### config.mk
export PLATFORM = sky130hd
export DESIGN_NAME = pio_ports
export DESIGN_NICKNAME = d
export VERILOG_FILES = /design/src/rtl/pio_pkg.sv /design/src/rtl/pio_imc.sv /design/src/rtl/pio_ports.sv
export VERILOG_INCLUDE_DIRS = /design/src /design/src/rtl
export SDC_FILE = /design/constraint.sdc
export NUM_CORES = 1
export LEC_CHECK = 0
export BUFFER_PORTS_ARGS = -buffer_cell sky130_fd_sc_hd__buf_2
export CAP_MARGIN = 25
export CELL_PAD_IN_SITES_DETAIL_PLACEMENT = 1
export CELL_PAD_IN_SITES_GLOBAL_PLACEMENT = 2
export CORE_UTILIZATION = 30
export CTS_CLUSTER_SIZE = 14
export DETAILED_ROUTE_END_ITERATION = 8
export PLACE_DENSITY_LB_ADDON = 0.1
export SETUP_SLACK_MARGIN = 0.2
export SLEW_MARGIN = 30
export SYNTH_ARGS = -nofsm -noshare
export SYNTH_HDL_FRONTEND = slang
export SYNTH_SLANG_ARGS = --single-unit
### constraint.sdc
create_clock -name CLK -period 3 [get_ports CLK]
set_input_delay 0.15 -clock CLK [delete_from_list [all_inputs] [get_ports CLK]]
set_output_delay 0.15 -clock CLK [all_outputs]
set_load 0.05 [all_outputs]
### src/rtl/pio_consts.svh
`ifndef PIO_CONSTS_SVH
`define PIO_CONSTS_SVH

// Register offsets on the plain register port.
`define PIO_REG_DIN_BASE    8'h00
`define PIO_REG_DOUT_BASE   8'h04
`define PIO_REG_DIR_BASE    8'h08
`define PIO_REG_CTRL_BASE   8'h0C
`define PIO_REG_MC_BASE     8'h10
`define PIO_REG_IMC_BASE    8'h14
`define PIO_REG_MEMMAP      8'h18

// Layout and reset values.
`define PIO_NUM_PORTS       4
`define PIO_NUM_CTRL        2
`define PIO_NUM_IMC         3
`define PIO_RST_BYTE        8'h00
`define PIO_MASK_FULL       8'hFF
`define PIO_MASK_D          8'h07
`define PIO_PERIPH_BIT      7
`define PIO_RDATA_IDLE      8'h00

`endif

### src/rtl/pio_pkg.sv
package pio_pkg;

  typedef enum logic [1:0]
  {
    PIO_IMC_DIRECT,
    PIO_IMC_LATCH,
    PIO_IMC_REGISTER
  } pio_imc_mode_t;

  typedef logic [7:0] pio_byte_t;

endpackage

### src/rtl/pio_imc.sv
`timescale 1ns/10ps
`include "pio_consts.svh"

module pio_imc
(
  input  wire logic                  clk,      // Bus clock.
  input  wire logic                  reset,    // Synchronous, high.
  input  wire logic                  ce,       // Clock enable.
  input  wire logic [7:0]            pin,      // Pin levels.
  input  wire pio_pkg::pio_imc_mode_t mode,    // Fixed cell mode.
  input  wire logic                  use_pt,   // Strobe from product term.
  input  wire logic [1:0]            pt,       // Terms: [0] bits 3-0.
  input  wire logic                  ale,      // Address latch strobe.
  output logic      [7:0]            imc_out   // Cell outputs.
);

  logic [1:0] stb;
  logic [1:0] stb_prev;
  logic [7:0] next_imc;

  // ***********************************************************
  // Strobe selection, one term per nibble.
  // ***********************************************************
  assign stb = use_pt ? pt : {2{ale}};

  genvar b;
  generate
    for (b = 0; b < 8; b++)
    begin : g_bit
      always_comb
      begin
        next_imc[b] = imc_out[b];
        case (mode)
          pio_pkg::PIO_IMC_LATCH:
            if (stb[b / 4])
              next_imc[b] = pin[b];
          pio_pkg::PIO_IMC_REGISTER:
            if (stb[b / 4] && !stb_prev[b / 4])
              next_imc[b] = pin[b];
          default:
            next_imc[b] = pin[b];
        endcase
      end
    end
  endgenerate

  // The strobe is sampled, so a register captures on its rising edge.
  always_ff @(posedge clk)
  begin
    if (reset)
    begin
      imc_out  <= `PIO_RST_BYTE;
      stb_prev <= 2'h0;
    end
    else if (ce)
    begin
      imc_out  <= next_imc;
      stb_prev <= stb;
    end
  end

  a_imc_hold: assert property (@(posedge clk) disable iff (reset)
    ce && mode == pio_pkg::PIO_IMC_REGISTER && !use_pt && !ale
    |=> imc_out == $past(imc_out))
    else $error("register cell changed without strobe edge");

endmodule

### src/rtl/pio_ports.sv
// Local design decisions: the register addresses and strobed register access.
`timescale 1ns/10ps
`include "pio_consts.svh"

// Overview of operation
// - Four ports, three of eight bits, one three.
// - Output mux: data, address, macrocell, chip select.
// - Readback drives one selected source at once.
// - Readback covers data, cells, direction, control, pins.
// - Driver enable is product term OR direction.
// - Undefined term leaves direction bit in control.
// - Input cells latch, register or pass inputs.
// - Fixed configuration modes; others set at run time.
// - Control bit zero selects processor I/O mode.
// - Processor mode drives data register, reads pins.
// - Ports three and four lack control registers.
// - Logic outputs tri-state by term or direction.
// - Address out needs enable or direction plus control.
// - Memory map bit seven makes first port buffer.
// - Buffer floats while both peripheral selects low.
// - Control one selects address out; zero default.
// - Direction one output, zero input; default input.
// - Configuration registers power up as zero.

module pio_ports
(
  input  wire logic                   CLK,            // 40 MHz bus clock.
  input  wire logic                   RESET,          // Synchronous, high.
  input  wire logic                   CE,             // Clock enable.
  input  wire logic [7:0]             ADDR,           // Register address.
  input  wire logic [7:0]             WDATA,          // Write data.
  input  wire logic                   WR,             // Write strobe.
  input  wire logic                   RD,             // Read strobe.
  output logic      [7:0]             RDATA,          // Read data.
  input  wire logic [7:0]             PA_IN,          // Port A pin level.
  output logic      [7:0]             PA_OUT,         // Port A drive value.
  output logic      [7:0]             PA_OE,          // Port A enable.
  input  wire logic [7:0]             PB_IN,          // Port B pin level.
  output logic      [7:0]             PB_OUT,         // Port B drive value.
  output logic      [7:0]             PB_OE,          // Port B enable.
  input  wire logic [7:0]             PC_IN,          // Port C pin level.
  output logic      [7:0]             PC_OUT,         // Port C drive value.
  output logic      [7:0]             PC_OE,          // Port C enable.
  input  wire logic [2:0]             PD_IN,          // Port D pin level.
  output logic      [2:0]             PD_OUT,         // Port D drive value.
  output logic      [2:0]             PD_OE,          // Port D enable.
  input  wire logic [7:0]             CFG_LOGIC_OUT_A, // A pins as cell out.
  input  wire logic [7:0]             CFG_LOGIC_OUT_B, // B pins as cell out.
  input  wire logic [7:0]             CFG_LOGIC_OUT_C, // C pins as cell out.
  input  wire logic [2:0]             CFG_ECS_D,      // D pins as selects.
  input  wire logic [7:0]             MC_OUT_A,       // Macrocells to A.
  input  wire logic [7:0]             MC_OUT_B,       // Macrocells to B.
  input  wire logic [7:0]             MC_OUT_C,       // Macrocells to C.
  input  wire logic [2:0]             EXTRA_CHIP_SELECTS, // Selects to D.
  input  wire logic [7:0]             CFG_OE_PT_A,    // A enable term used.
  input  wire logic [7:0]             CFG_OE_PT_B,    // B enable term used.
  input  wire logic [7:0]             CFG_OE_PT_C,    // C enable term used.
  input  wire logic [2:0]             CFG_OE_PT_D,    // D enable term used.
  input  wire logic [7:0]             OE_PT_A,        // A enable terms.
  input  wire logic [7:0]             OE_PT_B,        // B enable terms.
  input  wire logic [7:0]             OE_PT_C,        // C enable terms.
  input  wire logic [2:0]             OE_PT_D,        // D enable terms.
  input  wire logic [7:0]             ADDR_LATCH,     // Latched a7-a0.
  input  wire logic                   ALE,            // Address strobe.
  input  wire pio_pkg::pio_imc_mode_t CFG_IMC_MODE_A, // A input cell mode.
  input  wire pio_pkg::pio_imc_mode_t CFG_IMC_MODE_B, // B input cell mode.
  input  wire pio_pkg::pio_imc_mode_t CFG_IMC_MODE_C, // C input cell mode.
  input  wire logic [2:0]             CFG_IMC_USE_PT, // Term strobe A,B,C.
  input  wire logic [5:0]             IMC_PT,         // Nibble terms A,B,C.
  output logic      [7:0]             IMC_BUS_A,      // A cells to logic.
  output logic      [7:0]             IMC_BUS_B,      // B cells to logic.
  output logic      [7:0]             IMC_BUS_C,      // C cells to logic.
  input  wire logic                   PERIPH_SELECT_A, // Peripheral select.
  input  wire logic                   PERIPH_SELECT_B, // Peripheral select.
  input  wire logic                   PERIPH_WRITE,   // Processor writes out.
  input  wire logic [7:0]             BUS_DATA,       // Processor data out.
  output logic      [7:0]             PERIPH_DATA     // Port A to processor.
);

  // ***********************************************************
  // Per-port views, all but the cell modes held eight bits wide.
  // ***********************************************************
  logic [7:0] pin_in   [`PIO_NUM_PORTS];
  logic [7:0] cfg_lo   [`PIO_NUM_PORTS];
  logic [7:0] cfg_ecs  [`PIO_NUM_PORTS];
  logic [7:0] mc_out   [`PIO_NUM_PORTS];
  logic [7:0] cfg_pt   [`PIO_NUM_PORTS];
  logic [7:0] oe_pt    [`PIO_NUM_PORTS];
  logic [7:0] port_msk [`PIO_NUM_PORTS];
  logic [7:0] imc_bus  [`PIO_NUM_IMC];
  pio_pkg::pio_imc_mode_t imc_mode [`PIO_NUM_IMC];

  assign pin_in  = '{PA_IN, PB_IN, PC_IN, {5'h00, PD_IN}};
  assign cfg_lo  = '{CFG_LOGIC_OUT_A, CFG_LOGIC_OUT_B, CFG_LOGIC_OUT_C,
                     `PIO_RST_BYTE};
  assign cfg_ecs = '{`PIO_RST_BYTE, `PIO_RST_BYTE, `PIO_RST_BYTE,
                     {5'h00, CFG_ECS_D}};
  assign mc_out  = '{MC_OUT_A, MC_OUT_B, MC_OUT_C,
                     {5'h00, EXTRA_CHIP_SELECTS}};
  assign cfg_pt  = '{CFG_OE_PT_A, CFG_OE_PT_B, CFG_OE_PT_C,
                     {5'h00, CFG_OE_PT_D}};
  assign oe_pt   = '{OE_PT_A, OE_PT_B, OE_PT_C, {5'h00, OE_PT_D}};
  assign port_msk = '{`PIO_MASK_FULL, `PIO_MASK_FULL, `PIO_MASK_FULL,
                      `PIO_MASK_D};
  assign imc_mode = '{CFG_IMC_MODE_A, CFG_IMC_MODE_B, CFG_IMC_MODE_C};

  // ***********************************************************
  // Configuration registers and register port.
  // ***********************************************************
  logic [7:0] dout        [`PIO_NUM_PORTS];
  logic [7:0] dir         [`PIO_NUM_PORTS];
  logic [7:0] ctrl        [`PIO_NUM_CTRL];
  logic [7:0] memmap;
  logic [7:0] next_dout   [`PIO_NUM_PORTS];
  logic [7:0] next_dir    [`PIO_NUM_PORTS];
  logic [7:0] next_ctrl   [`PIO_NUM_CTRL];
  logic [7:0] next_memmap;
  logic [7:0] next_rdata;

  always_comb
  begin
    next_dout   = dout;
    next_dir    = dir;
    next_ctrl   = ctrl;
    next_memmap = memmap;
    if (WR)
    begin
      for (int i = 0; i < `PIO_NUM_PORTS; i++)
      begin
        if (ADDR == `PIO_REG_DOUT_BASE + 8'(i))
          next_dout[i] = WDATA & port_msk[i];
        else if (ADDR == `PIO_REG_DIR_BASE + 8'(i))
          next_dir[i] = WDATA & port_msk[i];
        else if (i < `PIO_NUM_CTRL && ADDR == `PIO_REG_CTRL_BASE + 8'(i))
          next_ctrl[i] = WDATA;
      end
      if (ADDR == `PIO_REG_MEMMAP)
        next_memmap = WDATA;
    end
  end

  // One source at a time is steered onto the read data; unmapped reads
  // and idle cycles return zero so the bus sees a defined value.
  always_comb
  begin
    next_rdata = `PIO_RDATA_IDLE;
    if (RD)
    begin
      for (int i = 0; i < `PIO_NUM_PORTS; i++)
      begin
        if (ADDR == `PIO_REG_DIN_BASE + 8'(i))
          next_rdata = pin_in[i];
        else if (ADDR == `PIO_REG_DOUT_BASE + 8'(i))
          next_rdata = dout[i];
        else if (ADDR == `PIO_REG_DIR_BASE + 8'(i))
          next_rdata = dir[i];
        else if (i < `PIO_NUM_CTRL && ADDR == `PIO_REG_CTRL_BASE + 8'(i))
          next_rdata = ctrl[i];
        else if (i < `PIO_NUM_IMC && ADDR == `PIO_REG_MC_BASE + 8'(i))
          next_rdata = mc_out[i];
        else if (i < `PIO_NUM_IMC && ADDR == `PIO_REG_IMC_BASE + 8'(i))
          next_rdata = imc_bus[i];
      end
      if (ADDR == `PIO_REG_MEMMAP)
        next_rdata = memmap;
    end
  end

  always_ff @(posedge CLK)
  begin
    if (RESET)
    begin
      dout   <= '{default: `PIO_RST_BYTE};
      dir    <= '{default: `PIO_RST_BYTE};
      ctrl   <= '{default: `PIO_RST_BYTE};
      memmap <= `PIO_RST_BYTE;
      RDATA  <= `PIO_RDATA_IDLE;
    end
    else if (CE)
    begin
      dout   <= next_dout;
      dir    <= next_dir;
      ctrl   <= next_ctrl;
      memmap <= next_memmap;
      RDATA  <= next_rdata;
    end
  end

  // ***********************************************************
  // Output multiplexer and driver enables.
  // ***********************************************************
  // Pins are computed from the next register values so a write shows on
  // the pins at the same edge that stores it, one cycle after the strobe.
  logic       periph_on;
  logic       periph_drive;
  logic [7:0] pin_out      [`PIO_NUM_PORTS];
  logic [7:0] pin_oe       [`PIO_NUM_PORTS];
  logic [7:0] next_pin_out [`PIO_NUM_PORTS];
  logic [7:0] next_pin_oe  [`PIO_NUM_PORTS];
  logic [7:0] next_periph;

  assign periph_on    = next_memmap[`PIO_PERIPH_BIT];
  assign periph_drive = (PERIPH_SELECT_A | PERIPH_SELECT_B) & PERIPH_WRITE;

  genvar p;
  generate
    for (p = 0; p < `PIO_NUM_PORTS; p++)
    begin : g_port
      logic [7:0] ctl;
      logic [7:0] cpu_val;
      if (p < `PIO_NUM_CTRL)
      begin : g_ctl
        assign ctl = next_ctrl[p];
      end
      else
      begin : g_noctl
        assign ctl = `PIO_RST_BYTE;
      end

      // Control zero gives processor data, one gives the latched address.
      assign cpu_val = (ctl & ADDR_LATCH) | (~ctl & next_dout[p]);

      always_comb
      begin
        next_pin_out[p] = ((cfg_lo[p] | cfg_ecs[p]) & mc_out[p])
                        | (~(cfg_lo[p] | cfg_ecs[p]) & cpu_val);
        // Undefined terms are masked out, leaving the direction bit alone.
        next_pin_oe[p] = (cfg_pt[p] & oe_pt[p]) | next_dir[p];
        if (p == 0 && periph_on)
        begin
          next_pin_out[p] = BUS_DATA;
          next_pin_oe[p]  = {8{periph_drive}};
        end
        next_pin_out[p] = next_pin_out[p] & port_msk[p];
        next_pin_oe[p]  = next_pin_oe[p] & port_msk[p];
      end
    end
  endgenerate

  assign next_periph = periph_on ? PA_IN : `PIO_RST_BYTE;

  always_ff @(posedge CLK)
  begin
    if (RESET)
    begin
      pin_out     <= '{default: `PIO_RST_BYTE};
      pin_oe      <= '{default: `PIO_RST_BYTE};
      PERIPH_DATA <= `PIO_RST_BYTE;
    end
    else if (CE)
    begin
      pin_out     <= next_pin_out;
      pin_oe      <= next_pin_oe;
      PERIPH_DATA <= next_periph;
    end
  end

  assign PA_OUT = pin_out[0];
  assign PA_OE  = pin_oe[0];
  assign PB_OUT = pin_out[1];
  assign PB_OE  = pin_oe[1];
  assign PC_OUT = pin_out[2];
  assign PC_OE  = pin_oe[2];
  assign PD_OUT = pin_out[3][2:0];
  assign PD_OE  = pin_oe[3][2:0];

  // ***********************************************************
  // Input macrocells on the first three ports.
  // ***********************************************************
  generate
    for (p = 0; p < `PIO_NUM_IMC; p++)
    begin : g_imc
      pio_imc u_imc
      (
        .clk     (CLK),
        .reset   (RESET),
        .ce      (CE),
        .pin     (pin_in[p]),
        .mode    (imc_mode[p]),
        .use_pt  (CFG_IMC_USE_PT[p]),
        .pt      (IMC_PT[2 * p +: 2]),
        .ale     (ALE),
        .imc_out (imc_bus[p])
      );
    end
  endgenerate

  assign IMC_BUS_A = imc_bus[0];
  assign IMC_BUS_B = imc_bus[1];
  assign IMC_BUS_C = imc_bus[2];

  // ***********************************************************
  // Checks.
  // ***********************************************************
  a_reset_clears: assert property (@(posedge CLK)
    RESET |=> dir[0] == `PIO_RST_BYTE && ctrl[1] == `PIO_RST_BYTE
              && memmap == `PIO_RST_BYTE && PB_OE == `PIO_RST_BYTE)
    else $error("registers not zero after reset");

  a_dir_write: assert property (@(posedge CLK) disable iff (RESET)
    CE && WR && ADDR == `PIO_REG_DIR_BASE + 8'h01 && !CFG_OE_PT_B[0]
    |=> PB_OE[0] == $past(WDATA[0])
    ##1 (!CE || PB_OE[0] == dir[1][0]))
    else $error("direction write did not reach the pin enable");

  a_oe_or: assert property (@(posedge CLK) disable iff (RESET)
    CE && !WR |=> PC_OE == ($past(dir[2]) | ($past(CFG_OE_PT_C)
                                         & $past(OE_PT_C))))
    else $error("enable is not term or direction");

  a_addr_out: assert property (@(posedge CLK) disable iff (RESET)
    CE && !WR && ctrl[0][7] && !CFG_LOGIC_OUT_A[7] && !memmap[`PIO_PERIPH_BIT]
    |=> PA_OUT[7] == $past(ADDR_LATCH[7]))
    else $error("address out mode did not drive latched address");

  a_cpu_io: assert property (@(posedge CLK) disable iff (RESET)
    CE && !WR && !CFG_LOGIC_OUT_C[0] |=> PC_OUT[0] == $past(dout[2][0]))
    else $error("processor mode pin does not follow data register");

  a_periph_off: assert property (@(posedge CLK) disable iff (RESET)
    CE && !WR && memmap[`PIO_PERIPH_BIT] && !PERIPH_SELECT_A
    && !PERIPH_SELECT_B |=> PA_OE == `PIO_RST_BYTE)
    else $error("peripheral buffer driven without select");

  a_read_dir: assert property (@(posedge CLK) disable iff (RESET)
    CE && RD && ADDR == `PIO_REG_DIR_BASE + 8'h01
    |=> RDATA == $past(dir[1]))
    else $error("direction readback wrong");

  a_read_idle: assert property (@(posedge CLK) disable iff (RESET)
    CE && !RD |=> RDATA == `PIO_RDATA_IDLE)
    else $error("read data not idle outside a read");

  a_pd_width: assert property (@(posedge CLK) disable iff (RESET)
    (dir[3] & ~`PIO_MASK_D) == `PIO_RST_BYTE
    && (dout[3] & ~`PIO_MASK_D) == `PIO_RST_BYTE)
    else $error("port D holds bits above its width");

endmodule

==> flow_metrics.tcl <==
set metrics [dict create \
    netlist_instances 1223 \
    worst-r2r-setup-slack_ps 970 \
    p_per_area_nw_per_um2 456 \
    drv_cap 0 \
    finalSetupTns_ps 0 \
    postRouteAntennaNets 0 \
    p_comb_frac 0.210 \
    regArea_sq_um 3560 \
    cp-end-kind "flip-flop" \
    grt_pass1_wl_um 69300 \
    synth_fp_nets 1414 \
    portBuffers 284 \
    worstPathRequired_ps 3350 \
    syn_to_final_growth_pct 34.9 \
    vias 10900 \
    place_congestion 0.912 \
    arrival_ps 2690 \
    startpoint "ADDR[3]" \
    finalSetupViolCount 0 \
    synth_warnings 0 \
    synth_edf_count 0 \
    finalHoldViolations 0 \
    multi_input_area_sq_um 5940 \
    cp_slowest_cell "dlygate4sd3_1" \
    grt-ovfl-total 0 \
    start_util 0.305 \
    cts.sinks 178 \
    seqPwrFrac 0.417 \
    status "complete, no violations" \
    numCtsBuffers 17 \
    die_area_sq_um 33900 \
    p_int_uw 4030 \
    path_cells "buf_2 > nor2b_1 > nand4_1 > mux2i_1 > buf_4 > and2_1 > a31oi_1 > dlygate4sd3_1" \
    synth-seq-area-share 0.358 \
    die_h_um 184 \
    hp-start "MC_OUT_B[4]" \
    finalHoldWorstSlack_ps 18.9 \
    finalClockSkew_ps 8.97 \
    cts_post_setup_buffers_inserted 0 \
    dpl.hpwl_um 34300 \
    synth_area_sq_um 9950 \
    fp.dieW_um 184 \
    slew_headroom 0.396 \
    vias_per_cell 5.37 \
    routed_wl_um 46500 \
    grt_pass1_vias 11000 \
    power.leakage_uw 0.00550 \
    row_count 66 \
    synth_area_per_cell_sq_um 8.14 \
    synth.distinct_cells 71 \
    clkTransAtPathRegs_ps 80 \
    vdd_drop_max_mv 0.426 \
    synthArstFlopShare 0 \
    power.switching_uw 2090 \
    io_pins 285 \
    postCtsHoldBufs 90 \
    clockBufferDepth 2 \
    crit_path_end "PA_OUT[7]" \
    synth_ff_type "dfxtp_1" \
    drv_slew 0 \
    clock.fmax_mhz 428 \
    clockPowerShare 0.374 \
    drt_iter0_drc 640 \
    fin_nets 1757 \
    avgRoutedWirePerCell_um 23.0 \
    min_period_ps 2330 \
    cts_max_level 4 \
    grt_max_degree 75 \
    crit_fanout 12 \
    tightest_slew_ps 899 \
    fill_cells 4012 \
    fin_crit_sh 0.778 \
    r2r-start "dout[26]" \
    cts_resized 0 \
    critPathLaunchType "input port" \
    reg2reg_depth 6 \
    core_sq_um 32600 \
    r2r_end "RDATA[2]" \
    path_class "in2reg" \
    grt.total_usage 0.277 \
    drc 0 \
    antenna_found_initial 2 \
    root_buffer "clkbuf_16" \
    rsz0062_at_grt "false" \
    ys_ff_latch 178 \
    drt_pass1_iterations 5 \
    slowest_delay_ps 570 \
    insertion_delay_ps 470 \
    drive_gt1_frac 0.253 \
    fin_util 0.411 \
    hold_class "in2reg" \
    cts_tree "done" \
    p_sw_frac 0.342 \
]
## layer usage
metal	vias up	GRT usage	routed length, um
met1	5315	0.355	20900
met5	-	0	0
met3	57	0.0415	2090
met4	0	0.0907	1080
met2	327	0.473	22500
li1	5166	-	-
## critical path: cells and delay by family
kind                   cells  cell delay (ps)
AO/OA/AOI/OAI              1              150
buffers and inverters      3              990
multiplexers               1              210
AND/OR/NAND/NOR            3             1180
## cells in the mapped netlist (all sizes together) (7+ instances only)
master,number,share of area
a21oi,72,0.036
nor4,10,0.0078
clkbuf,71,0.027
a211oi,48,0.036
nand2,104,0.039
o221ai,13,0.011
nor3,16,0.012
nand2b,26,0.016
buf,27,0.015
a31oi,14,0.0088
a22oi,9,0.0068
dfxtp,178,0.36
o32ai,7,0.0062
nand3,36,0.019
o211ai,14,0.011
nor2,227,0.087
a21o,9,0.0068
a221oi,7,0.0062
a311oi,27,0.025
mux2,9,0.010
nor2b,16,0.010
o21ai,44,0.023
o22ai,11,0.0069
inv,8,0.0030
a211o,12,0.011
mux2i,152,0.15
## how the worst min path moves through the flow
stage                           endpoint  slack (ps)  depth (start not counted)
2_1_floorplan  g_imc[0].u_imc.imc_out[0]         290                          2
3_3_place_gp   g_imc[1].u_imc.imc_out[0]         400                          3
3_5_place_dp   g_imc[2].u_imc.imc_out[6]         420                          3
4_1_cts                        PB_OUT[4]           1                          3
5_1_grt                        PB_OUT[4]          10                          3
6_report                       PB_OUT[4]          20                          3
## cell type report
class / instances / share of cell area
Antenna cell: 2 / 0.000373
Clock buffer: 17 / 0.0317
Clock inverter: 15 / 0.0116
Inverter: 8 / 0.00224
Multi-Input combinational cell: 939 / 0.443
Sequential cell: 178 / 0.266
Tap cell: 442 / 0.0412
Timing Repair Buffer: 422 / 0.205
## power groups by stage
stage	registers, uW	clock network [uW]	logic, uW
finish	2550	2280	1280
detailed placement	2600	0	1190
global placement	2600	0	1180
CTS	2550	2340	1280
floorplan	2830	0	463
global route	2560	2440	1370
## metrics by stage
stage / total power, uW / instances / instance area (sq um) / setup slack (ps)
after CTS: 6170 / 2021 / 13400 / 722
after global routing: 6370 / 2022 / 13400 / 530
after global placement: 3780 / 1899 / 11900 / 418
final: 6120 / 2023 / 13400 / 665
after floorplan: 3300 / 1223 / 9950 / 876
after detailed placement: 3790 / 1899 / 11900 / 317
## cell families after synthesis
group | Yosys count | share of synthesized area
DFF | 178 | 0.358
and+or+nand+nor | 457 | 0.208
buffers and inverters | 106 | 0.0453
muxes | 162 | 0.165
AOI/OAI and AO/OA | 317 | 0.221
xor gates and xnor gates | 3 | 0.00264
## flip-flops by register name, indices dropped and copies added (netlist names), 16 cells and up
name                 flops
dir                     27
g_imc.u_imc.imc_out     24
ctrl                    16
dout                    27
## layout by cell type (no fill, tap or decap), types with 10 or more instances in the layout
cell and n:
a311oi_1 25, mux2i_1 152, nand3_1 35, dlygate4sd3_1 90, o21ai_0 34, o22ai_1 11, nor2b_1 16, clkbuf_16 17
nor3_1 10, o211ai_1 13, a211oi_1 48, nand2b_1 26, buf_2 282, dfxtp_1 178, a31oi_1 14, a211o_1 12
nor2_1 221, buf_4 44, a21oi_1 72, nand2_1 103, o221ai_1 13
Power figures use the tool's default switching activity.
